$ cat config.mk
export PLATFORM = sky130hd
export DESIGN_NAME = szc_ctrl
export DESIGN_NICKNAME = d
export VERILOG_FILES = /design/src/szc_pkg.sv /design/src/szc_ctrl.sv
export SDC_FILE = /design/constraint.sdc
export NUM_CORES = 1
export LEC_CHECK = 0
export BUFFER_PORTS_ARGS = -buffer_cell sky130_fd_sc_hd__buf_2
export CORE_AREA = 2 2 189 191
export CTS_CLUSTER_SIZE = 16
export DETAILED_ROUTE_END_ITERATION = 12
export DIE_AREA = 0 0 191 193
export PLACE_DENSITY = 0.8
export SLEW_MARGIN = 20
export SYNTH_ARGS = -nofsm -noshare
export SYNTH_HDL_FRONTEND = slang
export SYNTH_SLANG_ARGS = --single-unit
$ cat constraint.sdc
create_clock -name core_clk_i -period 5 [get_ports core_clk_i]
set_input_delay 0.5 -clock core_clk_i [delete_from_list [all_inputs] [get_ports core_clk_i]]
set_output_delay 0.5 -clock core_clk_i [all_outputs]
set_load 0.03 [all_outputs]
$ cat src/szc_pkg.sv
// Constants and types for the setpoint view and zero/tare control block
// Operation
// - Alarm press steps readout: bank, low-low, low, high, high-high, back to bank.
// - Main measured value keeps updating while setpoints are shown.
// - Bank disabled skips bank position; bank changes refused while viewing setpoints.
// - Alarm setting lockout prevents entering setpoint viewing.
// - Viewing works under sensor error; bank position shows overrange word.
// - Shift on a shown setpoint enters edit; level blinks, sixth digit active.
// - Edited setpoint limited to -20000 through 100000.
// - Dashed disable code disables that alarm level's output.
// - Alarm press in edit stores setpoint and moves to next level.
// - Return select OFF auto-returns to bank after idle time; ON stays.
// - Up press in measuring captures offset so display shows zero.
// - Up press in forced zero performs tare; repeated tares accepted.
// - External zero input acts like pressing or holding Up at the open level, whatever the zero lock or edit state.
// - Zero lock: open allows both, tare blocked allows zero, all blocked none.
// - Zero lockout restricts only the front button, not the external input.
// - Open level: hold Up one second in tare returns to forced zero.
// - Open level: hold Up two seconds cancels forced zero.
// - Tare-blocked level: hold one second in forced zero cancels it.
// - While max or min shown, executes ignored, cancels still done.
// - Sensor error does not block zero or tare requests.
// - External reset input blocks all zero and tare requests.
// - Reference value loaded at execute is configurable, default zero.
package szc_pkg;
	localparam int          DATA_W          = 24;
	localparam logic [7:0]  ADDR_CFG        = 8'h00;
	localparam logic [7:0]  ADDR_REFVAL     = 8'h04;
	localparam logic [7:0]  ADDR_STATUS     = 8'h08;
	localparam logic [7:0]  ADDR_OFFSET     = 8'h0C;
	localparam logic [7:0]  ADDR_SP_BASE    = 8'h10;
	localparam int          CFG_BANK_EN     = 0;
	localparam int          CFG_ALARM_LOCK  = 1;
	localparam int          CFG_RETURN_SEL  = 2;
	localparam int          CFG_ZLOCK_LSB   = 3;
	localparam int          CFG_RTIME_LSB   = 8;
	localparam int          SP_DIS_BIT      = 31;
	localparam logic [31:0] CFG_RESET       = 32'h0000_0A01;
	localparam logic [1:0]  zero_lock_level_open         = 2'h0;
	localparam logic [1:0]  zero_lock_level_tare_blocked = 2'h1;
	localparam logic [1:0]  zero_lock_level_all_blocked  = 2'h2;
	localparam logic signed [DATA_W-1:0] SP_MIN   = -24'sd20000;
	localparam logic signed [DATA_W-1:0] SP_MAX   = 24'sd100000;
	localparam logic signed [DATA_W-1:0] SP_RESET = 24'sd0;
	localparam logic signed [DATA_W-1:0] REF_RESET = 24'sd0;
	localparam logic [2:0]  DIGIT_SIXTH     = 3'h5;
	localparam int          CLK_HZ          = 50_000_000;
	localparam int          HOLD_SHORT_MS   = 1000;
	localparam int          HOLD_LONG_MS    = 2000;
	localparam int          SECOND_MS       = 1000;
	localparam int          HOLD_SHORT_CYC  = HOLD_SHORT_MS * (CLK_HZ / 1000);
	localparam int          HOLD_LONG_CYC   = HOLD_LONG_MS * (CLK_HZ / 1000);
	localparam int          SECOND_CYC      = SECOND_MS * (CLK_HZ / 1000);
	localparam logic [1:0]  RESP_OKAY       = 2'h0;
	localparam logic [1:0]  RESP_SLVERR     = 2'h2;

	typedef enum {RD_BANK, RD_LL, RD_L, RD_H, RD_HH} szc_readout_t;
	typedef enum {ZS_MEAS, ZS_FZ, ZS_TARE} szc_zero_t;

	typedef struct packed {
		logic alarm;
		logic shift;
		logic up;
		logic ext_zero;
		logic ext_reset;
	} szc_pins_t;

	typedef struct packed {
		logic       disabled;
		logic [DATA_W-1:0] value;
	} szc_sp_t;
endpackage : szc_pkg

$ cat src/szc_ctrl.sv
// Setpoint view/edit and forced zero/tare control with AXI4-Lite registers
`timescale 1ns/1ns
`default_nettype none
module szc_ctrl import szc_pkg::*; #(
	parameter int HOLD_SHORT = HOLD_SHORT_CYC,
	parameter int HOLD_LONG  = HOLD_LONG_CYC,
	parameter int SEC_CYC    = SECOND_CYC
) (
	input  wire logic              core_clk_i,
	input  wire logic              rst_i,
	input  wire logic              ce_i,
	input  wire szc_pins_t         pins_i,
	input  wire logic              sensor_err_i,
	input  wire logic              maxmin_shown_i,
	input  wire logic [DATA_W-1:0] meas_i,
	output logic [DATA_W-1:0]      display_o,
	output logic [2:0]             secondary_readout_o,
	output logic                   overrange_o,
	output logic                   bank_change_ok_o,
	output logic                   edit_o,
	output logic [2:0]             edit_digit_o,
	output logic [3:0]             level_blink_o,
	output logic [3:0]             alarm_enable_o,
	output logic [DATA_W-1:0]      edit_value_o,
	input  wire logic              s_axi_awvalid,
	output logic                   s_axi_awready,
	input  wire logic [7:0]        s_axi_awaddr,
	input  wire logic              s_axi_wvalid,
	output logic                   s_axi_wready,
	input  wire logic [31:0]       s_axi_wdata,
	input  wire logic [3:0]        s_axi_wstrb,
	output logic                   s_axi_bvalid,
	input  wire logic              s_axi_bready,
	output logic [1:0]             s_axi_bresp,
	input  wire logic              s_axi_arvalid,
	output logic                   s_axi_arready,
	input  wire logic [7:0]        s_axi_araddr,
	output logic                   s_axi_rvalid,
	input  wire logic              s_axi_rready,
	output logic [31:0]            s_axi_rdata,
	output logic [1:0]             s_axi_rresp
);
	szc_pins_t          sync_a;
	szc_pins_t          sync_b;
	szc_pins_t          pins_d;
	logic [31:0]        cfg;
	logic [DATA_W-1:0]  ref_val;
	szc_readout_t       rd_state;
	szc_zero_t          z_state;
	logic               edit;
	logic [2:0]         digit;
	logic [DATA_W-1:0]  edit_val;
	logic               edit_dis;
	szc_sp_t            sp [4];
	logic [DATA_W-1:0]  offset;
	logic [DATA_W-1:0]  fz_offset;
	logic [27:0]        hold_cnt;
	logic [27:0]        sec_cnt;
	logic [7:0]         idle_sec;
	logic               alarm_rise;
	logic               shift_rise;
	logic               up_rise;
	logic               any_rise;
	logic               zreq;
	logic               zreq_d;
	logic               zrise;
	logic               open_eff;
	logic               zblocked;
	logic               hold_short_hit;
	logic               hold_long_hit;
	logic               idle_expired;
	logic [1:0]         sp_idx;
	logic               wr_go;
	logic [31:0]        next_rdata;
	logic [1:0]         next_rresp;

	function automatic logic [DATA_W-1:0] pow10(input logic [2:0] d);
		case (d)
			3'h0:    pow10 = 24'd1;
			3'h1:    pow10 = 24'd10;
			3'h2:    pow10 = 24'd100;
			3'h3:    pow10 = 24'd1000;
			3'h4:    pow10 = 24'd10000;
			default: pow10 = 24'd100000;
		endcase
	endfunction : pow10

	function automatic logic [31:0] apply_strb(input logic [31:0] old, input logic [31:0] nw,
			input logic [3:0] st);
		for (int i = 0; i < 4; i++) begin
			old[i*8 +: 8] = st[i] ? nw[i*8 +: 8] : old[i*8 +: 8];
		end
		apply_strb = old;
	endfunction : apply_strb

	function automatic szc_readout_t next_level(input szc_readout_t s, input logic bank_en);
		case (s)
			RD_BANK: next_level = RD_LL;
			RD_LL:   next_level = RD_L;
			RD_L:    next_level = RD_H;
			RD_H:    next_level = RD_HH;
			default: next_level = bank_en ? RD_BANK : RD_LL;
		endcase
	endfunction : next_level

	// Pin synchronisers
	always_ff @(posedge core_clk_i) begin
		if (rst_i) begin
			sync_a <= '0;
			sync_b <= '0;
			pins_d <= '0;
		end else if (ce_i) begin
			sync_a <= pins_i;
			sync_b <= sync_a;
			pins_d <= sync_b;
		end
	end

	assign alarm_rise = sync_b.alarm & ~pins_d.alarm;
	assign shift_rise = sync_b.shift & ~pins_d.shift;
	assign up_rise    = sync_b.up & ~pins_d.up;
	assign any_rise   = alarm_rise | shift_rise | up_rise;

	// Readout stepping and setpoint edit
	always_ff @(posedge core_clk_i) begin
		if (rst_i) begin
			rd_state <= RD_BANK;
			edit     <= 1'b0;
			digit    <= DIGIT_SIXTH;
			edit_val <= SP_RESET;
			edit_dis <= 1'b0;
			for (int i = 0; i < 4; i++) begin
				sp[i] <= '{disabled: 1'b0, value: SP_RESET};
			end
		end else if (ce_i) begin
			if (alarm_rise && !(rd_state == RD_BANK && cfg[CFG_ALARM_LOCK])) begin
				if (edit) begin
					sp[sp_idx] <= '{disabled: edit_dis, value: edit_val};
				end
				edit     <= 1'b0;
				rd_state <= next_level(rd_state, cfg[CFG_BANK_EN]);
			end else if (shift_rise && rd_state != RD_BANK) begin
				if (!edit) begin
					edit     <= 1'b1;
					digit    <= DIGIT_SIXTH;
					edit_val <= sp[sp_idx].value;
					edit_dis <= sp[sp_idx].disabled;
				end else begin
					digit <= (digit == 3'h0) ? DIGIT_SIXTH : digit - 3'h1;
				end
			end else if (up_rise && edit) begin
				if (edit_dis) begin
					edit_dis <= 1'b0;
					edit_val <= SP_MIN;
				end else if ($signed(edit_val + pow10(digit)) > SP_MAX) begin
					edit_dis <= 1'b1;
				end else begin
					edit_val <= edit_val + pow10(digit);
				end
			end else if (idle_expired) begin
				edit     <= 1'b0;
				rd_state <= RD_BANK;
			end
		end
	end

	always_comb begin
		case (rd_state)
			RD_LL:   sp_idx = 2'd0;
			RD_L:    sp_idx = 2'd1;
			RD_H:    sp_idx = 2'd2;
			RD_HH:   sp_idx = 2'd3;
			default: sp_idx = 2'd0;
		endcase
	end

	// Idle timer for automatic return
	always_ff @(posedge core_clk_i) begin
		if (rst_i) begin
			sec_cnt  <= '0;
			idle_sec <= '0;
		end else if (ce_i) begin
			if (any_rise || rd_state == RD_BANK || cfg[CFG_RETURN_SEL]) begin
				sec_cnt  <= '0;
				idle_sec <= '0;
			end else if (sec_cnt == 28'(SEC_CYC - 1)) begin
				sec_cnt  <= '0;
				idle_sec <= (idle_sec == 8'hFF) ? idle_sec : idle_sec + 8'h01;
			end else begin
				sec_cnt <= sec_cnt + 28'h1;
			end
		end
	end

	assign idle_expired = !cfg[CFG_RETURN_SEL] && rd_state != RD_BANK && !any_rise
		&& idle_sec >= cfg[CFG_RTIME_LSB +: 8] && cfg[CFG_RTIME_LSB +: 8] != 8'h00;

	// Zero request source and lockout
	// Up belongs to the setpoint edit while editing
	assign zreq = (sync_b.up & ~edit & (cfg[CFG_ZLOCK_LSB +: 2] != zero_lock_level_all_blocked))
		| sync_b.ext_zero;
	assign open_eff = sync_b.ext_zero | (cfg[CFG_ZLOCK_LSB +: 2] == zero_lock_level_open);
	assign zblocked = sync_b.ext_reset;
	assign zrise    = zreq & ~zreq_d;
	assign hold_short_hit = zreq && hold_cnt == 28'(HOLD_SHORT);
	assign hold_long_hit  = zreq && hold_cnt == 28'(HOLD_LONG);

	always_ff @(posedge core_clk_i) begin
		if (rst_i) begin
			zreq_d   <= 1'b0;
			hold_cnt <= '0;
		end else if (ce_i) begin
			zreq_d   <= zreq;
			hold_cnt <= !zreq ? 28'h0 : (hold_cnt == 28'(HOLD_LONG) ? hold_cnt : hold_cnt + 28'h1);
		end
	end

	// Forced zero and tare; sensor error deliberately not a gate
	always_ff @(posedge core_clk_i) begin
		if (rst_i) begin
			z_state   <= ZS_MEAS;
			offset    <= '0;
			fz_offset <= '0;
		end else if (ce_i && !zblocked) begin
			if (zrise && !maxmin_shown_i) begin
				case (z_state)
					ZS_MEAS: begin
						offset    <= meas_i - ref_val;
						fz_offset <= meas_i - ref_val;
						z_state   <= ZS_FZ;
					end
					default: begin
						if (open_eff) begin
							offset  <= meas_i - ref_val;
							z_state <= ZS_TARE;
						end
					end
				endcase
			end else if (hold_short_hit) begin
				if (z_state == ZS_TARE) begin
					offset  <= fz_offset;
					z_state <= ZS_FZ;
				end else if (z_state == ZS_FZ && !open_eff) begin
					offset  <= '0;
					z_state <= ZS_MEAS;
				end
			end else if (hold_long_hit && open_eff && z_state == ZS_FZ) begin
				offset  <= '0;
				z_state <= ZS_MEAS;
			end
		end
	end

	// Main value tracks input in every readout state
	always_ff @(posedge core_clk_i) begin
		if (rst_i) begin
			display_o <= '0;
		end else if (ce_i) begin
			display_o <= meas_i - offset;
		end
	end

	always_comb begin
		secondary_readout_o = 3'(sp_idx) + ((rd_state == RD_BANK) ? 3'h0 : 3'h1);
		overrange_o         = sensor_err_i && rd_state == RD_BANK;
		bank_change_ok_o    = rd_state == RD_BANK;
		edit_o              = edit;
		edit_digit_o        = digit;
		edit_value_o        = edit_val;
		level_blink_o       = (rd_state == RD_BANK) ? 4'h0 : (4'h1 << sp_idx);
		for (int i = 0; i < 4; i++) begin
			alarm_enable_o[i] = ~sp[i].disabled;
		end
	end

	// AXI4-Lite write path
	assign wr_go         = s_axi_awvalid && s_axi_wvalid && !s_axi_bvalid;
	assign s_axi_awready = wr_go;
	assign s_axi_wready  = wr_go;

	always_ff @(posedge core_clk_i) begin
		if (rst_i) begin
			cfg          <= CFG_RESET;
			ref_val      <= REF_RESET;
			s_axi_bvalid <= 1'b0;
			s_axi_bresp  <= RESP_OKAY;
		end else if (ce_i) begin
			if (wr_go) begin
				s_axi_bvalid <= 1'b1;
				s_axi_bresp  <= RESP_OKAY;
				if (s_axi_awaddr == ADDR_CFG) begin
					cfg <= apply_strb(cfg, s_axi_wdata, s_axi_wstrb);
				end else if (s_axi_awaddr == ADDR_REFVAL) begin
					ref_val <= DATA_W'(apply_strb({8'h00, ref_val}, s_axi_wdata, s_axi_wstrb));
				end else begin
					s_axi_bresp <= RESP_SLVERR;
				end
			end else if (s_axi_bready) begin
				s_axi_bvalid <= 1'b0;
			end
		end
	end

	// AXI4-Lite read path
	assign s_axi_arready = !s_axi_rvalid;

	always_comb begin
		next_rdata = 32'h0000_0000;
		next_rresp = RESP_OKAY;
		case (s_axi_araddr)
			ADDR_CFG:    next_rdata = cfg;
			ADDR_REFVAL: next_rdata = {8'h00, ref_val};
			ADDR_STATUS: next_rdata = {26'h0, 2'(z_state), edit, 3'(rd_state)};
			ADDR_OFFSET: next_rdata = {8'h00, offset};
			default: begin
				if (s_axi_araddr[7:4] == ADDR_SP_BASE[7:4] && s_axi_araddr[1:0] == 2'h0) begin
					next_rdata = {sp[s_axi_araddr[3:2]].disabled, 7'h00, sp[s_axi_araddr[3:2]].value};
				end else begin
					next_rresp = RESP_SLVERR;
				end
			end
		endcase
	end

	always_ff @(posedge core_clk_i) begin
		if (rst_i) begin
			s_axi_rvalid <= 1'b0;
			s_axi_rdata  <= '0;
			s_axi_rresp  <= RESP_OKAY;
		end else if (ce_i) begin
			if (s_axi_arvalid && !s_axi_rvalid) begin
				s_axi_rvalid <= 1'b1;
				s_axi_rdata  <= next_rdata;
				s_axi_rresp  <= next_rresp;
			end else if (s_axi_rready) begin
				s_axi_rvalid <= 1'b0;
			end
		end
	end

	// Checks
	property p_step_one;
		@(posedge core_clk_i) disable iff (rst_i)
		(ce_i && alarm_rise && rd_state == RD_LL) |=> rd_state == RD_L;
	endproperty
	a_step_one: assert property (p_step_one) else $error("readout did not step");

	property p_lock_view;
		@(posedge core_clk_i) disable iff (rst_i)
		(rd_state == RD_BANK && cfg[CFG_ALARM_LOCK] && !ce_i) or (rd_state == RD_BANK && cfg[CFG_ALARM_LOCK])
			|=> rd_state == RD_BANK;
	endproperty
	a_lock_view: assert property (p_lock_view) else $error("view entered while locked");

	property p_overrange;
		@(posedge core_clk_i) disable iff (rst_i)
		overrange_o |-> (sensor_err_i && bank_change_ok_o);
	endproperty
	a_overrange: assert property (p_overrange) else $error("overrange outside bank position");

	property p_edit_enter;
		@(posedge core_clk_i) disable iff (rst_i)
		(ce_i && shift_rise && !alarm_rise && !edit && rd_state != RD_BANK) |=> edit && digit == DIGIT_SIXTH;
	endproperty
	a_edit_enter: assert property (p_edit_enter) else $error("edit not entered on sixth digit");

	property p_range;
		@(posedge core_clk_i) disable iff (rst_i)
		edit |-> ($signed(edit_val) >= SP_MIN && $signed(edit_val) <= SP_MAX);
	endproperty
	a_range: assert property (p_range) else $error("edit value out of range");

	property p_store;
		@(posedge core_clk_i) disable iff (rst_i)
		(ce_i && alarm_rise && edit && rd_state == RD_LL) |=> sp[0].value == $past(edit_val) && !edit;
	endproperty
	a_store: assert property (p_store) else $error("setpoint not stored");

	property p_fz_zero;
		@(posedge core_clk_i) disable iff (rst_i)
		(ce_i && !zblocked && zrise && !maxmin_shown_i && z_state == ZS_MEAS) |=> z_state == ZS_FZ
			&& offset == DATA_W'($past(meas_i) - $past(ref_val));
	endproperty
	a_fz_zero: assert property (p_fz_zero) else $error("forced zero not executed");

	property p_reset_block;
		@(posedge core_clk_i) disable iff (rst_i)
		zblocked |=> $stable(z_state) && $stable(offset);
	endproperty
	a_reset_block: assert property (p_reset_block) else $error("zero changed under ext reset");

	property p_maxmin;
		@(posedge core_clk_i) disable iff (rst_i)
		(maxmin_shown_i && z_state == ZS_MEAS) |=> z_state == ZS_MEAS;
	endproperty
	a_maxmin: assert property (p_maxmin) else $error("zero executed during max/min");

	property p_tare_cancel;
		@(posedge core_clk_i) disable iff (rst_i)
		(ce_i && !zblocked && hold_short_hit && z_state == ZS_TARE) |=> z_state == ZS_FZ && offset == fz_offset;
	endproperty
	a_tare_cancel: assert property (p_tare_cancel) else $error("tare not cancelled");
endmodule : szc_ctrl
`default_nettype wire

==> flow_summary.json <==
{
  "drv_slew": 0,
  "grt_antenna_before_repair": 0,
  "syn_inst": 2331,
  "path_common_cell": "nor2b_1",
  "nets": 2631,
  "grt_first_pass_wirelength_mm": 94.7,
  "fin_ws_ps": 537,
  "clock_latency_ps": 550,
  "dieWidth_um": 191,
  "routabilityCongestion": 0.942,
  "holdCritStartpoint": "s_axi_wdata[29]",
  "worst-setup-path-type": "flip-flop to flip-flop",
  "core_area_um2": 35000,
  "crit_required_ps": 5460,
  "h-tree-depth": 2,
  "yosys-top-cells-count": "nor2_1 (327), dfxtp_1 (276), nand2_1 (227)",
  "clk_pin_slew_ps": 60,
  "multiInputGateArea_um2": 11100,
  "tightestPinTransition_ps": 1110,
  "dieHeight_um": 193,
  "p_leak_uw": 0.00893,
  "ys_types": 90,
  "synth_edf_count": 100,
  "cts_tree": "done",
  "synth_seq_area_share_pct": 41.3,
  "fillers": 2823,
  "start_kind": "flip-flop",
  "syn_area_um2": 20600,
  "hp-class": "primary input to flip-flop",
  "synth.area.top_cells": "dfxtp_1 (27%), edfxtp_1 (15%), nor2_1 (5.9%), ha_1 (4.5%), mux2i_1 (4.4%)",
  "synth_seq_cells": 376,
  "wl_per_cell_um": 20.8,
  "setup_viol": 0,
  "clockRootBuffer": "clkbuf_16",
  "drive_above_1_share_pct": 14.7,
  "first_pass_iters": 6,
  "rsz0062_at_grt": "false",
  "synth_top_area_cell": "dfxtp_1",
  "cts_buffers": 41,
  "cp.arrival_ps": 4920,
  "drt_iter0_drc": 1753,
  "initial_utilization_pct": 59.0,
  "synth_top_area_share_pct": 26.8,
  "crit_path_top_delay_cell": "a2111oi_2",
  "layout_min_cycle_time_ps": 4460,
  "cap_violations": 0,
  "track_usage_pct": 32.8,
  "seq_area_um2": 8530,
  "avgSynthCellArea_um2": 8.86,
  "crit_path_cell_trace": "nor2b_1, nor2b_1, ha_1, a211oi_2, o21ai_2, a2111oi_2, or2_1, a211oi_1, or3_4, o211a_4, o21ai_4, mux2i_1",
  "clk_path_buf_depth": 3,
  "grt_overflow": 0,
  "relSlewSlack_pct": 26.2,
  "io_pins": 197,
  "via_per_inst": 6.29,
  "p_total_uw": 6870,
  "portBuffers": 194,
  "final_antenna_net_count": 0,
  "place_ws_ps": 587,
  "grt_max_degree": 89,
  "critical_path.startpoint": "edit_digit_o[0]",
  "vias": 18593,
  "dpl.hpwl_mm": 43.5,
  "syn_to_final_growth_pct": 12.7,
  "vdd_drop_max_mv": 0.236,
  "fmax_ghz": 0.224,
  "yosys_warnings": 0,
  "grt_pass1_vias": 17859,
  "yosysMostFrequentCell": "nor2_1",
  "cts_resized": 0,
  "remaining_drc_errors": 0,
  "row_count": 69,
  "cp_slowest_stage_delay_ps": 630,
  "skew_ps": 26.8,
  "async_flop_share_pct": 0,
  "worst-path-max-fanout": 17,
  "synth_ff_type": "dfxtp_1",
  "clock-sinks": 376,
  "cts_hold_buf": 0,
  "post-route-period-util_pct": 89.3,
  "end_kind": "flip-flop",
  "status": "completed",
  "antenna_cells": 0,
  "powerDensity_nw_per_um2": 295,
  "cts_setup_buffers": 0,
  "fin_setup_tns_ps": 0,
  "r2r-start": "edit_digit_o[0]",
  "dieArea_um2": 36900,
  "final-hold-violation-count": 0,
  "finalWirelength_mm": 61.3
}
report_power, final:
| group | switching [uW] | internal, uW | total [uW] |
|---|---|---|---|
| registers | 43.9 | 3190 | 3230 |
| clock network | 1250 | 1720 | 2970 |
| logic | 430 | 230 | 660 |
flip-flops by register name, summed over array words and instances, names as in the netlist, 2 cells and up:
register,cells
edit_value_o,24
ref_val,24
fz_offset,24
rd_state,3
pins_d,3
hold_cnt,28
offset,24
s_axi_rdata,32
cfg,32
sync_a,5
edit_digit_o,3
idle_sec,8
z_state,2
sync_b,4
display_o,24
sec_cnt,28
sp,100
worst paths after layout:
path,end,slack (ps),depth (start not counted)
setup reg to reg,edit_value_o[15],540,12
hold / removal,cfg[29],190,3
setup / recovery,edit_value_o[15],540,12
hold reg to reg,fz_offset[10],450,2
cells by family after synthesis:
| family | after synthesis | synth area share [%] |
|---|---|---|
| AOI/OAI and AO/OA | 513 | 17.2 |
| xor gates and xnor gates | 94 | 3.99 |
| adders and majority gates | 77 | 4.78 |
| buffers and inverters | 270 | 5.08 |
| DFF | 376 | 41.3 |
| muxes | 129 | 8.18 |
| other | 1 | 0.0182 |
| and+or+nand+nor | 871 | 19.4 |
critical path, delay by kind of cell (launching register included):
family | cells | cell delay, ps
compound gates | 6 | 2050
fa+ha+maj | 1 | 310
mux | 1 | 260
flops | 1 | 530
simple gates | 4 | 1210
cells in the final DEF (no fill, tap or decap), types with 31 or more instances in the layout:
cell type / Yosys / final
nor2_1: 327 / 326
dfxtp_1: 276 / 276
nand2_1: 227 / 227
buf_2: 0 / 193
inv_1: 130 / 130
a21oi_1: 130 / 130
edfxtp_1: 100 / 100
mux2i_1: 90 / 90
ha_1: 74 / 74
o21ai_0: 75 / 71
nand3_1: 64 / 64
nor3_1: 55 / 53
xor2_1: 50 / 50
a211oi_1: 48 / 48
xnor2_1: 44 / 44
a22oi_1: 43 / 43
clkbuf_16: 0 / 42
nor4_1: 36 / 36
a221oi_1: 34 / 34
and3_1: 33 / 33
mux4_2: 31 / 31
area by class of cell:
| type | instances | area share, % |
|---|---|---|
| multi-input cells | 1686 | 47.8 |
| flip-flops and latches | 376 | 36.7 |
| repair buffers | 225 | 5.26 |
| clock buffers | 58 | 5.14 |
| well taps | 461 | 2.48 |
| inverters | 133 | 2.15 |
| clock inverters | 17 | 0.516 |
per-layer routing:
metal	vias to the layer above	GRT usage [%]	share of wire [%]
met4	0	15.1	4.4
li1	8669	-	-
met2	957	54.3	46
met3	173	5.43	9.3
met1	8794	42.1	40
met5	-	0	0
stage by stage:
stage                     hold WS (ps)  instance area, um^2  utilization [%]  std cells
after floorplan                    436                20600                -       2332
after global placement             440                21900             62.8       2881
after detailed placement           447                21900             62.8       2881
after CTS                          177                23300             66.5       2956
final                              189                23300             66.5       2956
after global routing               185                23300             66.5       2956
Power figures use the tool's default switching activity.
